===== config.mk =====
export PLATFORM = sky130hd
export DESIGN_NAME = brc_control_regs
export DESIGN_NICKNAME = d
export VERILOG_FILES = /design/src/rtl/brc_pkg.sv /design/src/rtl/brc_mode_select.sv /design/src/rtl/brc_ramp_map.sv /design/src/rtl/brc_control_regs.sv
export VERILOG_INCLUDE_DIRS = /design/src /design/src/rtl
export SDC_FILE = /design/constraint.sdc
export NUM_CORES = 1
export LEC_CHECK = 0
export CORE_AREA = 3 3 87 89
export DETAILED_ROUTE_END_ITERATION = 8
export DIE_AREA = 0 0 90 92
export DONT_BUFFER_PORTS = 1
export HOLD_SLACK_MARGIN = 0.12
export SYNTH_ARGS = -nofsm -noshare
export SYNTH_HDL_FRONTEND = slang
export SYNTH_SLANG_ARGS = --single-unit

===== constraint.sdc =====
create_clock -name ref_clk -period 1.7 [get_ports ref_clk]
set_clock_uncertainty 0.05 [all_clocks]
set_input_delay 0.34 -clock ref_clk [delete_from_list [all_inputs] [get_ports ref_clk]]
set_output_delay 0.34 -clock ref_clk [all_outputs]
set_load 0.02 [all_outputs]

===== src/rtl/brc_defines.svh =====
// Register addresses, reset values and codes
`ifndef BRC_DEFINES_SVH
`define BRC_DEFINES_SVH

// Register addresses on the serial register port
`define BRC_ADDR_LOW_SETPOINT 8'h00
`define BRC_ADDR_HIGH_SETPOINT 8'h01
`define BRC_ADDR_CONVERTER_CONFIG 8'h02
`define BRC_ADDR_TRANSITION_STATUS 8'h03

// Supplier code, value is arbitrary
`define BRC_SUPPLIER_CODE 2'h1

// Reset values of the stored fields
`define BRC_RST_ENABLE 1'h1
`define BRC_RST_LOW_CODE 6'h18
`define BRC_RST_HIGH_CODE 6'h30
`define BRC_RST_SYNC_FOLLOW 1'h0
`define BRC_RST_PIN_SOURCE 1'h1
`define BRC_RST_MODE_POLICY 2'h0
`define BRC_RST_HIGH_MODE 1'h0
`define BRC_RST_LOW_MODE 1'h0
`define BRC_RST_TRIGGER 1'h0
`define BRC_RST_PULLDOWN 1'h0
`define BRC_RST_MULT 2'h0
`define BRC_RST_RAMP 3'h7
`define BRC_RST_GOOD 1'h0

// Fixed read value of the reserved set-point bit
`define BRC_RESERVED_BIT 1'h1

// Mode policy codes
`define BRC_POLICY_DEFER 2'h0
`define BRC_POLICY_LIGHT_AUTO 2'h1
`define BRC_POLICY_FIXED 2'h2

// Ramp code that selects single-step rising transitions
`define BRC_RAMP_SINGLE_STEP 3'h7

// Read value of an unmapped address
`define BRC_UNMAPPED_READ 8'h00

`endif


===== src/rtl/brc_pkg.sv =====
// Register layouts and control types of the regulator control block
package brc_pkg;

  // Set-point register layout
  typedef struct packed {
    logic converterEnableBit;
    logic reservedBit;
    logic [5:0] code;
  } brc_setpoint_t;

  // Converter configuration register layout
  typedef struct packed {
    logic [1:0] supplierCode;
    logic syncFollow;
    logic pinSourceSelect;
    logic [1:0] modePolicy;
    logic highSetpointModeBit;
    logic lowSetpointModeBit;
  } brc_config_t;

  // Transition and status register layout
  typedef struct packed {
    logic transitionTrigger;
    logic outputPulldownOnDisable;
    logic regulationGood;
    logic [1:0] syncFrequencyMultiplier;
    logic [2:0] risingRampRate;
  } brc_status_t;

  // Switching mode handed to the converter
  typedef enum logic {
    BRC_MODE_FIXED_FREQ,
    BRC_MODE_LIGHT_AUTO
  } brc_mode_t;

  // Analog-facing controls
  typedef struct packed {
    logic [5:0] setpointCode;
    brc_mode_t switchMode;
    logic syncLock;
    logic [2:0] syncMultiplier;
    logic [6:0] rampScale;
    logic rampSingleStep;
    logic converterEnable;
    logic outputPulldown;
  } brc_conv_ctrl_t;

endpackage


===== src/rtl/brc_mode_select.sv =====
// Switching mode and sync lock decision
`timescale 1ns/100ps
`default_nettype none
`include "brc_defines.svh"

module brc_mode_select
(
  input wire brc_pkg::brc_config_t config_in,
  input wire logic setpointSelectPin,
  input wire logic syncValid,
  output brc_pkg::brc_mode_t switchMode,
  output logic syncLock
);

  logic highDrives;
  logic syncException;
  logic lockNow;
  brc_pkg::brc_mode_t deferMode;

  // Which set point drives, and the sync exception case
  always_comb
  begin
    highDrives = !config_in.pinSourceSelect || setpointSelectPin;
    syncException = (config_in.modePolicy == `BRC_POLICY_DEFER) &&
                    !setpointSelectPin && config_in.pinSourceSelect;
    lockNow = config_in.syncFollow && syncValid && !syncException;
  end

  // Per-set-point mode bits; low mode bit is never read here
  always_comb
  begin
    if (highDrives && !config_in.highSetpointModeBit)
      deferMode = brc_pkg::BRC_MODE_FIXED_FREQ;
    else
      deferMode = brc_pkg::BRC_MODE_LIGHT_AUTO;
  end

  // Policy decode, sync lock overrides light-load
  always_comb
  begin
    syncLock = lockNow;
    if (lockNow)
      switchMode = brc_pkg::BRC_MODE_FIXED_FREQ;
    else
    begin
      case (config_in.modePolicy)
        `BRC_POLICY_LIGHT_AUTO: switchMode = brc_pkg::BRC_MODE_LIGHT_AUTO;
        `BRC_POLICY_FIXED: switchMode = brc_pkg::BRC_MODE_FIXED_FREQ;
        default: switchMode = deferMode;
      endcase
    end
  end

endmodule
`default_nettype wire


===== src/rtl/brc_ramp_map.sv =====
// Rising ramp and sync multiplier decode
`timescale 1ns/100ps
`default_nettype none
`include "brc_defines.svh"

module brc_ramp_map
(
  input wire logic [2:0] rampCode,
  input wire logic [1:0] multCode,
  output logic [6:0] rampScale,
  output logic rampSingleStep,
  output logic [2:0] syncMultiplier
);

  // Scale in steps of the slowest rate, doubling per code
  always_comb
  begin
    rampSingleStep = (rampCode == `BRC_RAMP_SINGLE_STEP);
    if (rampSingleStep)
      rampScale = 7'h00;
    else
      rampScale = 7'(7'h01 << rampCode);
    syncMultiplier = 3'(multCode) + 3'h1;
  end

endmodule
`default_nettype wire


===== src/rtl/brc_control_regs.sv =====
// Control and status register bank of the step-down regulator
`timescale 1ns/100ps
`default_nettype none
`include "brc_defines.svh"

module brc_control_regs
(
  input wire logic ref_clk,
  input wire logic rst_n,
  // Register port from the serial bus engine
  input wire logic regWrite,
  input wire logic regRead,
  input wire logic [7:0] regAddr,
  input wire logic [7:0] regWdata,
  output logic [7:0] regRdata,
  // Device pins and converter status
  input wire logic setpointSelectPin,
  input wire logic enablePin,
  input wire logic syncValid,
  input wire logic inRegulation,
  input wire logic inCurrentLimit,
  // Controls to the converter
  output brc_pkg::brc_conv_ctrl_t convCtrl,
  output logic transitionStart
);

  // Stored register fields
  logic converterEnableBit;
  logic [5:0] lowCode;
  logic [5:0] highCode;
  logic syncFollow;
  logic pinSourceSelect;
  logic [1:0] modePolicy;
  logic highSetpointModeBit;
  logic lowSetpointModeBit;
  logic transitionTrigger;
  logic outputPulldownOnDisable;
  logic [1:0] syncFrequencyMultiplier;
  logic [2:0] risingRampRate;
  logic regulationGood;
  logic [5:0] appliedCode;

  logic next_converterEnableBit;
  logic [5:0] next_lowCode;
  logic [5:0] next_highCode;
  logic next_syncFollow;
  logic next_pinSourceSelect;
  logic [1:0] next_modePolicy;
  logic next_highSetpointModeBit;
  logic next_lowSetpointModeBit;
  logic next_transitionTrigger;
  logic next_outputPulldownOnDisable;
  logic [1:0] next_syncFrequencyMultiplier;
  logic [2:0] next_risingRampRate;
  logic next_regulationGood;
  logic [5:0] next_appliedCode;

  // Output registers
  logic [7:0] next_regRdata;
  brc_pkg::brc_conv_ctrl_t next_convCtrl;
  logic next_transitionStart;

  // Register images and decoded controls
  brc_pkg::brc_setpoint_t lowImage;
  brc_pkg::brc_setpoint_t highImage;
  brc_pkg::brc_config_t configImage;
  brc_pkg::brc_status_t statusImage;
  brc_pkg::brc_setpoint_t writeSetpoint;
  brc_pkg::brc_config_t writeConfig;
  brc_pkg::brc_status_t writeStatus;
  brc_pkg::brc_mode_t switchMode;
  logic syncLock;
  logic [6:0] rampScale;
  logic rampSingleStep;
  logic [2:0] syncMultiplier;
  logic triggerWrite;

  // Address match shared by the write and read paths
  function automatic logic addrIs(input logic [7:0] addr,
                                  input logic [7:0] target);
    addrIs = (addr == target);
  endfunction

  // Set-point register image with the shared enable bit
  function automatic brc_pkg::brc_setpoint_t setpointImage(
    input logic enableBit,
    input logic [5:0] code);
    setpointImage.converterEnableBit = enableBit;
    setpointImage.reservedBit = `BRC_RESERVED_BIT;
    setpointImage.code = code;
  endfunction

  // Register images as software sees them
  always_comb
  begin
    lowImage = setpointImage(converterEnableBit, lowCode);
    highImage = setpointImage(converterEnableBit, highCode);
    configImage.supplierCode = `BRC_SUPPLIER_CODE;
    configImage.syncFollow = syncFollow;
    configImage.pinSourceSelect = pinSourceSelect;
    configImage.modePolicy = modePolicy;
    configImage.highSetpointModeBit = highSetpointModeBit;
    configImage.lowSetpointModeBit = lowSetpointModeBit;
    statusImage.transitionTrigger = transitionTrigger;
    statusImage.outputPulldownOnDisable = outputPulldownOnDisable;
    statusImage.regulationGood = regulationGood;
    statusImage.syncFrequencyMultiplier = syncFrequencyMultiplier;
    statusImage.risingRampRate = risingRampRate;
    writeSetpoint = brc_pkg::brc_setpoint_t'(regWdata);
    writeConfig = brc_pkg::brc_config_t'(regWdata);
    writeStatus = brc_pkg::brc_status_t'(regWdata);
  end

  // Mode policy and sync lock decision
  brc_mode_select u_mode_select
  (
    .config_in(configImage),
    .setpointSelectPin(setpointSelectPin),
    .syncValid(syncValid),
    .switchMode(switchMode),
    .syncLock(syncLock)
  );

  // Ramp rate and multiplier decode
  brc_ramp_map u_ramp_map
  (
    .rampCode(risingRampRate),
    .multCode(syncFrequencyMultiplier),
    .rampScale(rampScale),
    .rampSingleStep(rampSingleStep),
    .syncMultiplier(syncMultiplier)
  );

  // Register writes; supplier and status bits are not writable
  always_comb
  begin
    next_converterEnableBit = converterEnableBit;
    next_lowCode = lowCode;
    next_highCode = highCode;
    next_syncFollow = syncFollow;
    next_pinSourceSelect = pinSourceSelect;
    next_modePolicy = modePolicy;
    next_highSetpointModeBit = highSetpointModeBit;
    next_lowSetpointModeBit = lowSetpointModeBit;
    next_transitionTrigger = transitionTrigger;
    next_outputPulldownOnDisable = outputPulldownOnDisable;
    next_syncFrequencyMultiplier = syncFrequencyMultiplier;
    next_risingRampRate = risingRampRate;
    triggerWrite = 1'b0;
    if (regWrite)
    begin
      if (addrIs(regAddr, `BRC_ADDR_LOW_SETPOINT))
      begin
        next_converterEnableBit = writeSetpoint.converterEnableBit;
        next_lowCode = writeSetpoint.code;
      end
      else if (addrIs(regAddr, `BRC_ADDR_HIGH_SETPOINT))
      begin
        next_converterEnableBit = writeSetpoint.converterEnableBit;
        next_highCode = writeSetpoint.code;
      end
      else if (addrIs(regAddr, `BRC_ADDR_CONVERTER_CONFIG))
      begin
        // Supplier bits dropped here
        next_syncFollow = writeConfig.syncFollow;
        next_pinSourceSelect = writeConfig.pinSourceSelect;
        next_modePolicy = writeConfig.modePolicy;
        next_highSetpointModeBit = writeConfig.highSetpointModeBit;
        next_lowSetpointModeBit = writeConfig.lowSetpointModeBit;
      end
      else if (addrIs(regAddr, `BRC_ADDR_TRANSITION_STATUS))
      begin
        next_transitionTrigger = writeStatus.transitionTrigger;
        next_outputPulldownOnDisable = writeStatus.outputPulldownOnDisable;
        next_syncFrequencyMultiplier = writeStatus.syncFrequencyMultiplier;
        next_risingRampRate = writeStatus.risingRampRate;
        // Each written 1 counts, even over a stored 1
        triggerWrite = writeStatus.transitionTrigger;
      end
    end
  end

  // Applied set point, transition start and regulation status
  always_comb
  begin
    next_appliedCode = appliedCode;
    next_transitionStart = 1'b0;
    if (triggerWrite && !pinSourceSelect)
    begin
      next_appliedCode = highCode;
      next_transitionStart = 1'b1;
    end
    next_regulationGood = inRegulation && !inCurrentLimit;
  end

  // Controls presented to the converter
  always_comb
  begin
    next_convCtrl.converterEnable = converterEnableBit && enablePin;
    next_convCtrl.outputPulldown = outputPulldownOnDisable &&
                                   !(converterEnableBit && enablePin);
    if (pinSourceSelect)
    begin
      if (setpointSelectPin)
        next_convCtrl.setpointCode = highCode;
      else
        next_convCtrl.setpointCode = lowCode;
    end
    else
      next_convCtrl.setpointCode = appliedCode;
    next_convCtrl.switchMode = switchMode;
    next_convCtrl.syncLock = syncLock;
    next_convCtrl.syncMultiplier = syncMultiplier;
    next_convCtrl.rampScale = rampScale;
    next_convCtrl.rampSingleStep = rampSingleStep;
  end

  // Read data; unmapped addresses read zero
  always_comb
  begin
    next_regRdata = regRdata;
    if (regRead)
    begin
      if (addrIs(regAddr, `BRC_ADDR_LOW_SETPOINT))
        next_regRdata = lowImage;
      else if (addrIs(regAddr, `BRC_ADDR_HIGH_SETPOINT))
        next_regRdata = highImage;
      else if (addrIs(regAddr, `BRC_ADDR_CONVERTER_CONFIG))
        next_regRdata = configImage;
      else if (addrIs(regAddr, `BRC_ADDR_TRANSITION_STATUS))
        next_regRdata = statusImage;
      else
        next_regRdata = `BRC_UNMAPPED_READ;
    end
  end

  // Register state
  always_ff @(posedge ref_clk or negedge rst_n)
  begin
    if (!rst_n)
    begin
      converterEnableBit <= `BRC_RST_ENABLE;
      lowCode <= `BRC_RST_LOW_CODE;
      highCode <= `BRC_RST_HIGH_CODE;
      syncFollow <= `BRC_RST_SYNC_FOLLOW;
      pinSourceSelect <= `BRC_RST_PIN_SOURCE;
      modePolicy <= `BRC_RST_MODE_POLICY;
      highSetpointModeBit <= `BRC_RST_HIGH_MODE;
      lowSetpointModeBit <= `BRC_RST_LOW_MODE;
      transitionTrigger <= `BRC_RST_TRIGGER;
      outputPulldownOnDisable <= `BRC_RST_PULLDOWN;
      syncFrequencyMultiplier <= `BRC_RST_MULT;
      risingRampRate <= `BRC_RST_RAMP;
      regulationGood <= `BRC_RST_GOOD;
      appliedCode <= `BRC_RST_HIGH_CODE;
    end
    else
    begin
      converterEnableBit <= next_converterEnableBit;
      lowCode <= next_lowCode;
      highCode <= next_highCode;
      syncFollow <= next_syncFollow;
      pinSourceSelect <= next_pinSourceSelect;
      modePolicy <= next_modePolicy;
      highSetpointModeBit <= next_highSetpointModeBit;
      lowSetpointModeBit <= next_lowSetpointModeBit;
      transitionTrigger <= next_transitionTrigger;
      outputPulldownOnDisable <= next_outputPulldownOnDisable;
      syncFrequencyMultiplier <= next_syncFrequencyMultiplier;
      risingRampRate <= next_risingRampRate;
      regulationGood <= next_regulationGood;
      appliedCode <= next_appliedCode;
    end
  end

  // Output registers
  always_ff @(posedge ref_clk or negedge rst_n)
  begin
    if (!rst_n)
    begin
      regRdata <= `BRC_UNMAPPED_READ;
      convCtrl <= '0;
      transitionStart <= 1'b0;
    end
    else
    begin
      regRdata <= next_regRdata;
      convCtrl <= next_convCtrl;
      transitionStart <= next_transitionStart;
    end
  end

endmodule
`default_nettype wire


Yosys cells after proc, flatten, opt, wreduce, memory -nomap -nowiden --
Index checks and enable logic that the tools add are counted. W data, S select, Z words.
Operators by class: eq/ne operators 6, add/sub/neg operators 1, shifts and indexed selects 1, bitwise operators 3, muxes and demuxes 18, reduce and logical (&&, ||, !) cells 24
Operator list (number):
- $mux W8 | 4
- $eq A8 B2 Y1 const B | 2
- $mux W6 | 2
- $mux W1 | 10
- $logic_and A1 B1 Y1 | 9
- $eq A8 B1 Y1 const B | 1
- $logic_not A8 Y1 | 1
- $mux W7 | 1
- $shl A1 B3 Y7 const A | 1
- $logic_not A1 Y1 | 6
- $reduce_and A5 Y1 | 1
- $reduce_and A2 Y1 | 2
- $reduce_and A4 Y1 | 1
- $add A2 B1 Y3 const B | 1
- $eq A3 B3 Y1 const B | 1
- $not A1 Y1 | 3
- $reduce_and A3 Y1 | 1
- $eq A2 B1 Y1 const B | 1
- $eq A2 B2 Y1 const B | 1
- $logic_not A2 Y1 | 1
- $pmux W1 S2 | 1
- $reduce_bool A2 Y1 | 1
- $logic_or A1 B1 Y1 | 1
Word-level totals: register bits after elaboration 63, word-level logic and storage cells 77

Longest topological paths before layout --
word-level depth 8, mapped depth 6, mapped depth without buffers 4

Cells and area by module --
A second synthesis with hierarchy kept.
Second synthesis, totals: cells, all modules 184, area, all modules 2643.8 um^2
Modules (own cells, without submodules):
- brc_control_regs | seq. area each 1590.3 um^2, times used 1, area an instance 2484.9 um^2, cells each 163
- brc_ramp_map | seq. area each 0.0 um^2, times used 1, area an instance 81.3 um^2, cells each 10
- brc_mode_select | seq. area each 0.0 um^2, times used 1, area an instance 77.6 um^2, cells each 11

Worst setup path after synthesis --
Ideal clock, no wire load.
path type input-to-reg, from input regAddr[2], to register highSetpointModeBit, slack -336 ps, required time 1525 ps, stages 6, setup time 125 ps, data arrival time 1861 ps, path through buf_2 -> or4b_1 -> buf_2 -> or3_1 -> buf_6 -> mux2_4
Between the ends: cells in the longest elaborated chain, start to end 3
RTL lines:
- start, declared | line brc_control_regs.sv:13 | input wire logic [7:0] regAddr,
- $eq A8 B1 Y1 or $logic_not A8 Y1 (tied branches) | line brc_control_regs.sv:81 | addrIs = (addr == target);
- $not A1 Y1 (no source line)
- $reduce_and A4 Y1 (no source line) (*)
- end signal, assigned | line brc_control_regs.sv:248 | highSetpointModeBit <= `BRC_RST_HIGH_MODE;
- end signal, assigned | line brc_control_regs.sv:265 | highSetpointModeBit <= next_highSetpointModeBit;
- end, declared | line brc_control_regs.sv:34 | logic highSetpointModeBit;
Every way passes the cells marked *; elsewhere a longest branch is shown, timed or not. A chain may end at the register's enable or synchronous reset.

Worst setup path in the final report --
from input regAddr[7], to register modePolicy[0]
Between the ends: cells in the longest elaborated chain, start to end 3
RTL lines:
- $eq A8 B1 Y1 or $logic_not A8 Y1 (tied branches) | line brc_control_regs.sv:81
- $not A1 Y1 (no source line)
- $reduce_and A4 Y1 (no source line) (*)
- end signal, assigned | line brc_control_regs.sv:247 | modePolicy <= `BRC_RST_MODE_POLICY;
- end signal, assigned | line brc_control_regs.sv:264 | modePolicy <= next_modePolicy;
- end, declared | line brc_control_regs.sv:33 | logic [1:0] modePolicy;
Marked as above.

==> qor.json <==
{
  "outcome": {"value": "finished, violations left"},
  "failing_checks": {"value": "negative hold slack"},
  "synth.distinct_cells": {"value": 37},
  "finish.utilization": {"value": 47.3, "unit": "%"},
  "antenna_violations_before_repair": {"value": 0},
  "hpwl": {"value": 4050, "unit": "um"},
  "max_freq": {"value": 612, "unit": "MHz"},
  "count_of_buffers_from_port_buffering": {"value": 0},
  "cts_resized": {"value": 0},
  "power_density": {"value": 960, "unit": "nW/um^2"},
  "number_of_max_slew_violations_in_the_final_report": {"value": 0},
  "fillCellCount": {"value": 642},
  "drt_first_pass_iters": {"value": 6},
  "postPlaceCellArea": {"value": 2890, "unit": "sq um"},
  "nNetsFinal": {"value": 262},
  "io-pin-count": {"value": 55},
  "drive_gt1_share": {"value": 33.9, "unit": "%"},
  "route.detailed.drc": {"value": 0},
  "fin_cells": {"value": 335},
  "synth_sequential_area_ratio": {"value": 58.2, "unit": "%"},
  "hp-class": {"value": "in2async"},
  "critPathRequiredTime": {"value": 1.87, "unit": "ns"},
  "final_common_cell": {"value": "dfrtp_1"},
  "grt_max_degree": {"value": 64},
  "grt_setup_unrepaired": {"value": "false"},
  "cap_viol_max_count": {"value": 0},
  "worst_skew_pair.late_latency": {"value": 0.34, "unit": "ns"},
  "detail-route-antenna-nets": {"value": 0},
  "final.period_utilization": {"value": 96.2, "unit": "%"},
  "drtIter0Drc": {"value": 56},
  "finalHoldViolCount": {"value": 63},
  "first_global_vias": {"value": 1793},
  "ys_warn_count": {"value": 0},
  "fp.dieArea": {"value": 8280, "unit": "sq um"},
  "areaGrowthSynthToFinish": {"value": 18.2, "unit": "%"},
  "postRouteWirelength": {"value": 6010, "unit": "um"},
  "synth_nets": {"value": 238},
  "routed-via-count": {"value": 1778},
  "reg_clk_slew_reported_paths": {"value": 0.07, "unit": "ns"},
  "h-tree-depth": {"value": 3},
  "start_util": {"value": 40.0, "unit": "%"},
  "worst-endpoint-arrival": {"value": 1.81, "unit": "ns"},
  "post_synth_instance_area": {"value": 2730, "unit": "sq um"},
  "placedCellCount": {"value": 305},
  "post_synth_inst_count": {"value": 210},
  "global_route.usage.total": {"value": 15.4, "unit": "%"},
  "gp_routability_congestion": {"value": 0.794},
  "final.min_clock_period": {"value": 1.64, "unit": "ns"},
  "timing.max_slew.rel_slack": {"value": 64.1, "unit": "%"},
  "tns": {"value": 0, "unit": "ns"},
  "viasPerCell": {"value": 5.31},
  "timing.setup.critical_path_class": {"value": "in2reg"},
  "ys_ff_latch": {"value": 63},
  "tightestPinTransition": {"value": 0.537, "unit": "ns"},
  "clock_tree.root_cell": {"value": "clkbuf_8"},
  "post-route-cell-area": {"value": 3230, "unit": "sq um"},
  "worst_setup_path_start_kind": {"value": "input pin"},
  "num_antenna_cells": {"value": 0},
  "max-vdd-ir-drop": {"value": 0.306, "unit": "mV"},
  "die_h": {"value": 92, "unit": "um"},
  "clock_sinks": {"value": 63},
  "cts_post_setup_buffers_inserted": {"value": 0},
  "cts_tree": {"value": "done"},
  "grt_pass1_wl": {"value": 9670, "unit": "um"},
  "cp_max_fo": {"value": 6},
  "number_of_setup_violations_in_the_final_report": {"value": 0},
  "cts_inserted_buffers": {"value": 9},
  "avgSynthCellArea": {"value": 13.0, "unit": "sq um"},
  "power.leakage": {"value": 1.49, "unit": "nW"},
  "core_area": {"value": 6830, "unit": "sq um"},
  "dieWidth": {"value": 90, "unit": "um"},
  "regToRegSetupSlack": {"value": 0.15, "unit": "ns"},
  "avgRoutedWirePerCell": {"value": 17.9, "unit": "um"},
  "mostFrequentLayoutCells": {"value": "dfrtp_1 (52), mux2_2 (30), dlygate4sd3_1 (14), buf_4 (13), inv_1 (12)"},
  "core.rowCount": {"value": 30},
  "cts_hold_buf": {"value": 14},
  "finalHoldWorstSlack": {"value": -0.364, "unit": "ns"},
  "clock_path_buffers": {"value": 2},
  "overflow": {"value": 0},
  "worstSetupEndpointType": {"value": "flip-flop"}
}
metrics by stage:
step                      hold slack [ns]  worst slack, ns  power (W)
after detailed placement         -0.00370           -0.277    0.00180
after global routing               -0.388           0.0649    0.00323
after floorplan                  -0.00559           -0.331    0.00178
after global placement           -0.00368           -0.273    0.00180
after CTS                          -0.380           0.0866    0.00314
final                              -0.364           0.0648    0.00310
synthesized netlist by cell type:
library cell / instances / area, sq um
a41o_1: 1 / 10.0
dfrtp_1: 52 / 1300
nor4_4: 1 / 21.3
inv_1: 12 / 45.0
buf_2: 3 / 15.0
buf_6: 2 / 22.5
nand2_1: 5 / 18.8
and2_1: 1 / 6.26
nor4_1: 1 / 6.26
a21oi_1: 7 / 35.0
o22ai_1: 7 / 43.8
or4b_2: 1 / 10.0
or4b_1: 1 / 10.0
or4_1: 1 / 7.51
o2111ai_1: 7 / 61.3
nor2_1: 9 / 33.8
buf_1: 1 / 3.75
o32ai_1: 5 / 43.8
nor4b_1: 1 / 8.76
and3_1: 1 / 6.26
nor3_2: 1 / 10.0
clkbuf_1: 8 / 30.0
nand4_1: 1 / 6.26
nand3_1: 4 / 20.0
nor3_1: 3 / 15.0
mux2_2: 31 / 349
o31ai_1: 1 / 7.51
o21ai_0: 3 / 15.0
nor2b_1: 5 / 31.3
nor3b_1: 3 / 22.5
dfstp_2: 11 / 289
or3_1: 2 / 12.5
mux2_4: 6 / 90.1
ha_1: 3 / 37.5
and4b_1: 1 / 10.0
and3b_1: 2 / 17.5
mux2i_1: 6 / 60.1
cell type report:
cell class	count	area [sq um]	area share, %
Clock buffer	10	138	4.26
Clock inverter	6	60.1	1.86
Timing Repair Buffer	27	238	7.36
Multi-Input combinational cell	121	1040	32.2
Sequential cell	63	1590	49.2
Inverter	12	45.0	1.39
Tap cell	96	120	3.72
layer usage:
metal,GRT usage [%],part of all wire [%],vias up
met5,0,0,-
met4,7.65,1.6,0
met3,4.68,5.1,7
met2,24.5,50,56
met1,19.1,43,904
li1,-,-,811
critical path, cell delays in order:
cell and delay [ns]:
or4_4 0.57, or3_1 0.54, mux2_4 0.35
power breakdown:
group          total [W]  leakage (nW)  internal (W)  switching [W]
combinational   0.000169         0.571     0.0000966      0.0000720
sequential       0.00164         0.824       0.00157      0.0000756
clock            0.00129        0.0981      0.000708       0.000586
total            0.00310          1.49       0.00237       0.000733
sequential cells by signal, summed over array words and instances (netlist names), 2 cells and up:
signal	count
highCode	6
modePolicy	2
convCtrl	21
risingRampRate	3
syncFrequencyMultiplier	2
regRdata	8
appliedCode	6
lowCode	6
path summary, 6_finish.rpt:
check	start	endpoint	cells past startpoint
setup / recovery	regAddr[7]	modePolicy[0]	3
setup reg to reg	pinSourceSelect	appliedCode[3]	4
max in group asynchronous	rst_n	risingRampRate[0]	0
min in group ref_clk	setpointSelectPin	convCtrl[20]	2
hold reg to reg	syncFrequencyMultiplier[0]	convCtrl[10]	1
hold / removal	rst_n	convCtrl[10]	0
kinds of logic after synthesis:
| group | share of synthesized area [%] |
|---|---|
| compound gates | 7.92 |
| flops | 58.2 |
| buf+inv | 4.26 |
| simple gates | 10.0 |
| fa+ha+maj | 1.37 |
| mux | 18.3 |
(Power assumes the default switching activity.)
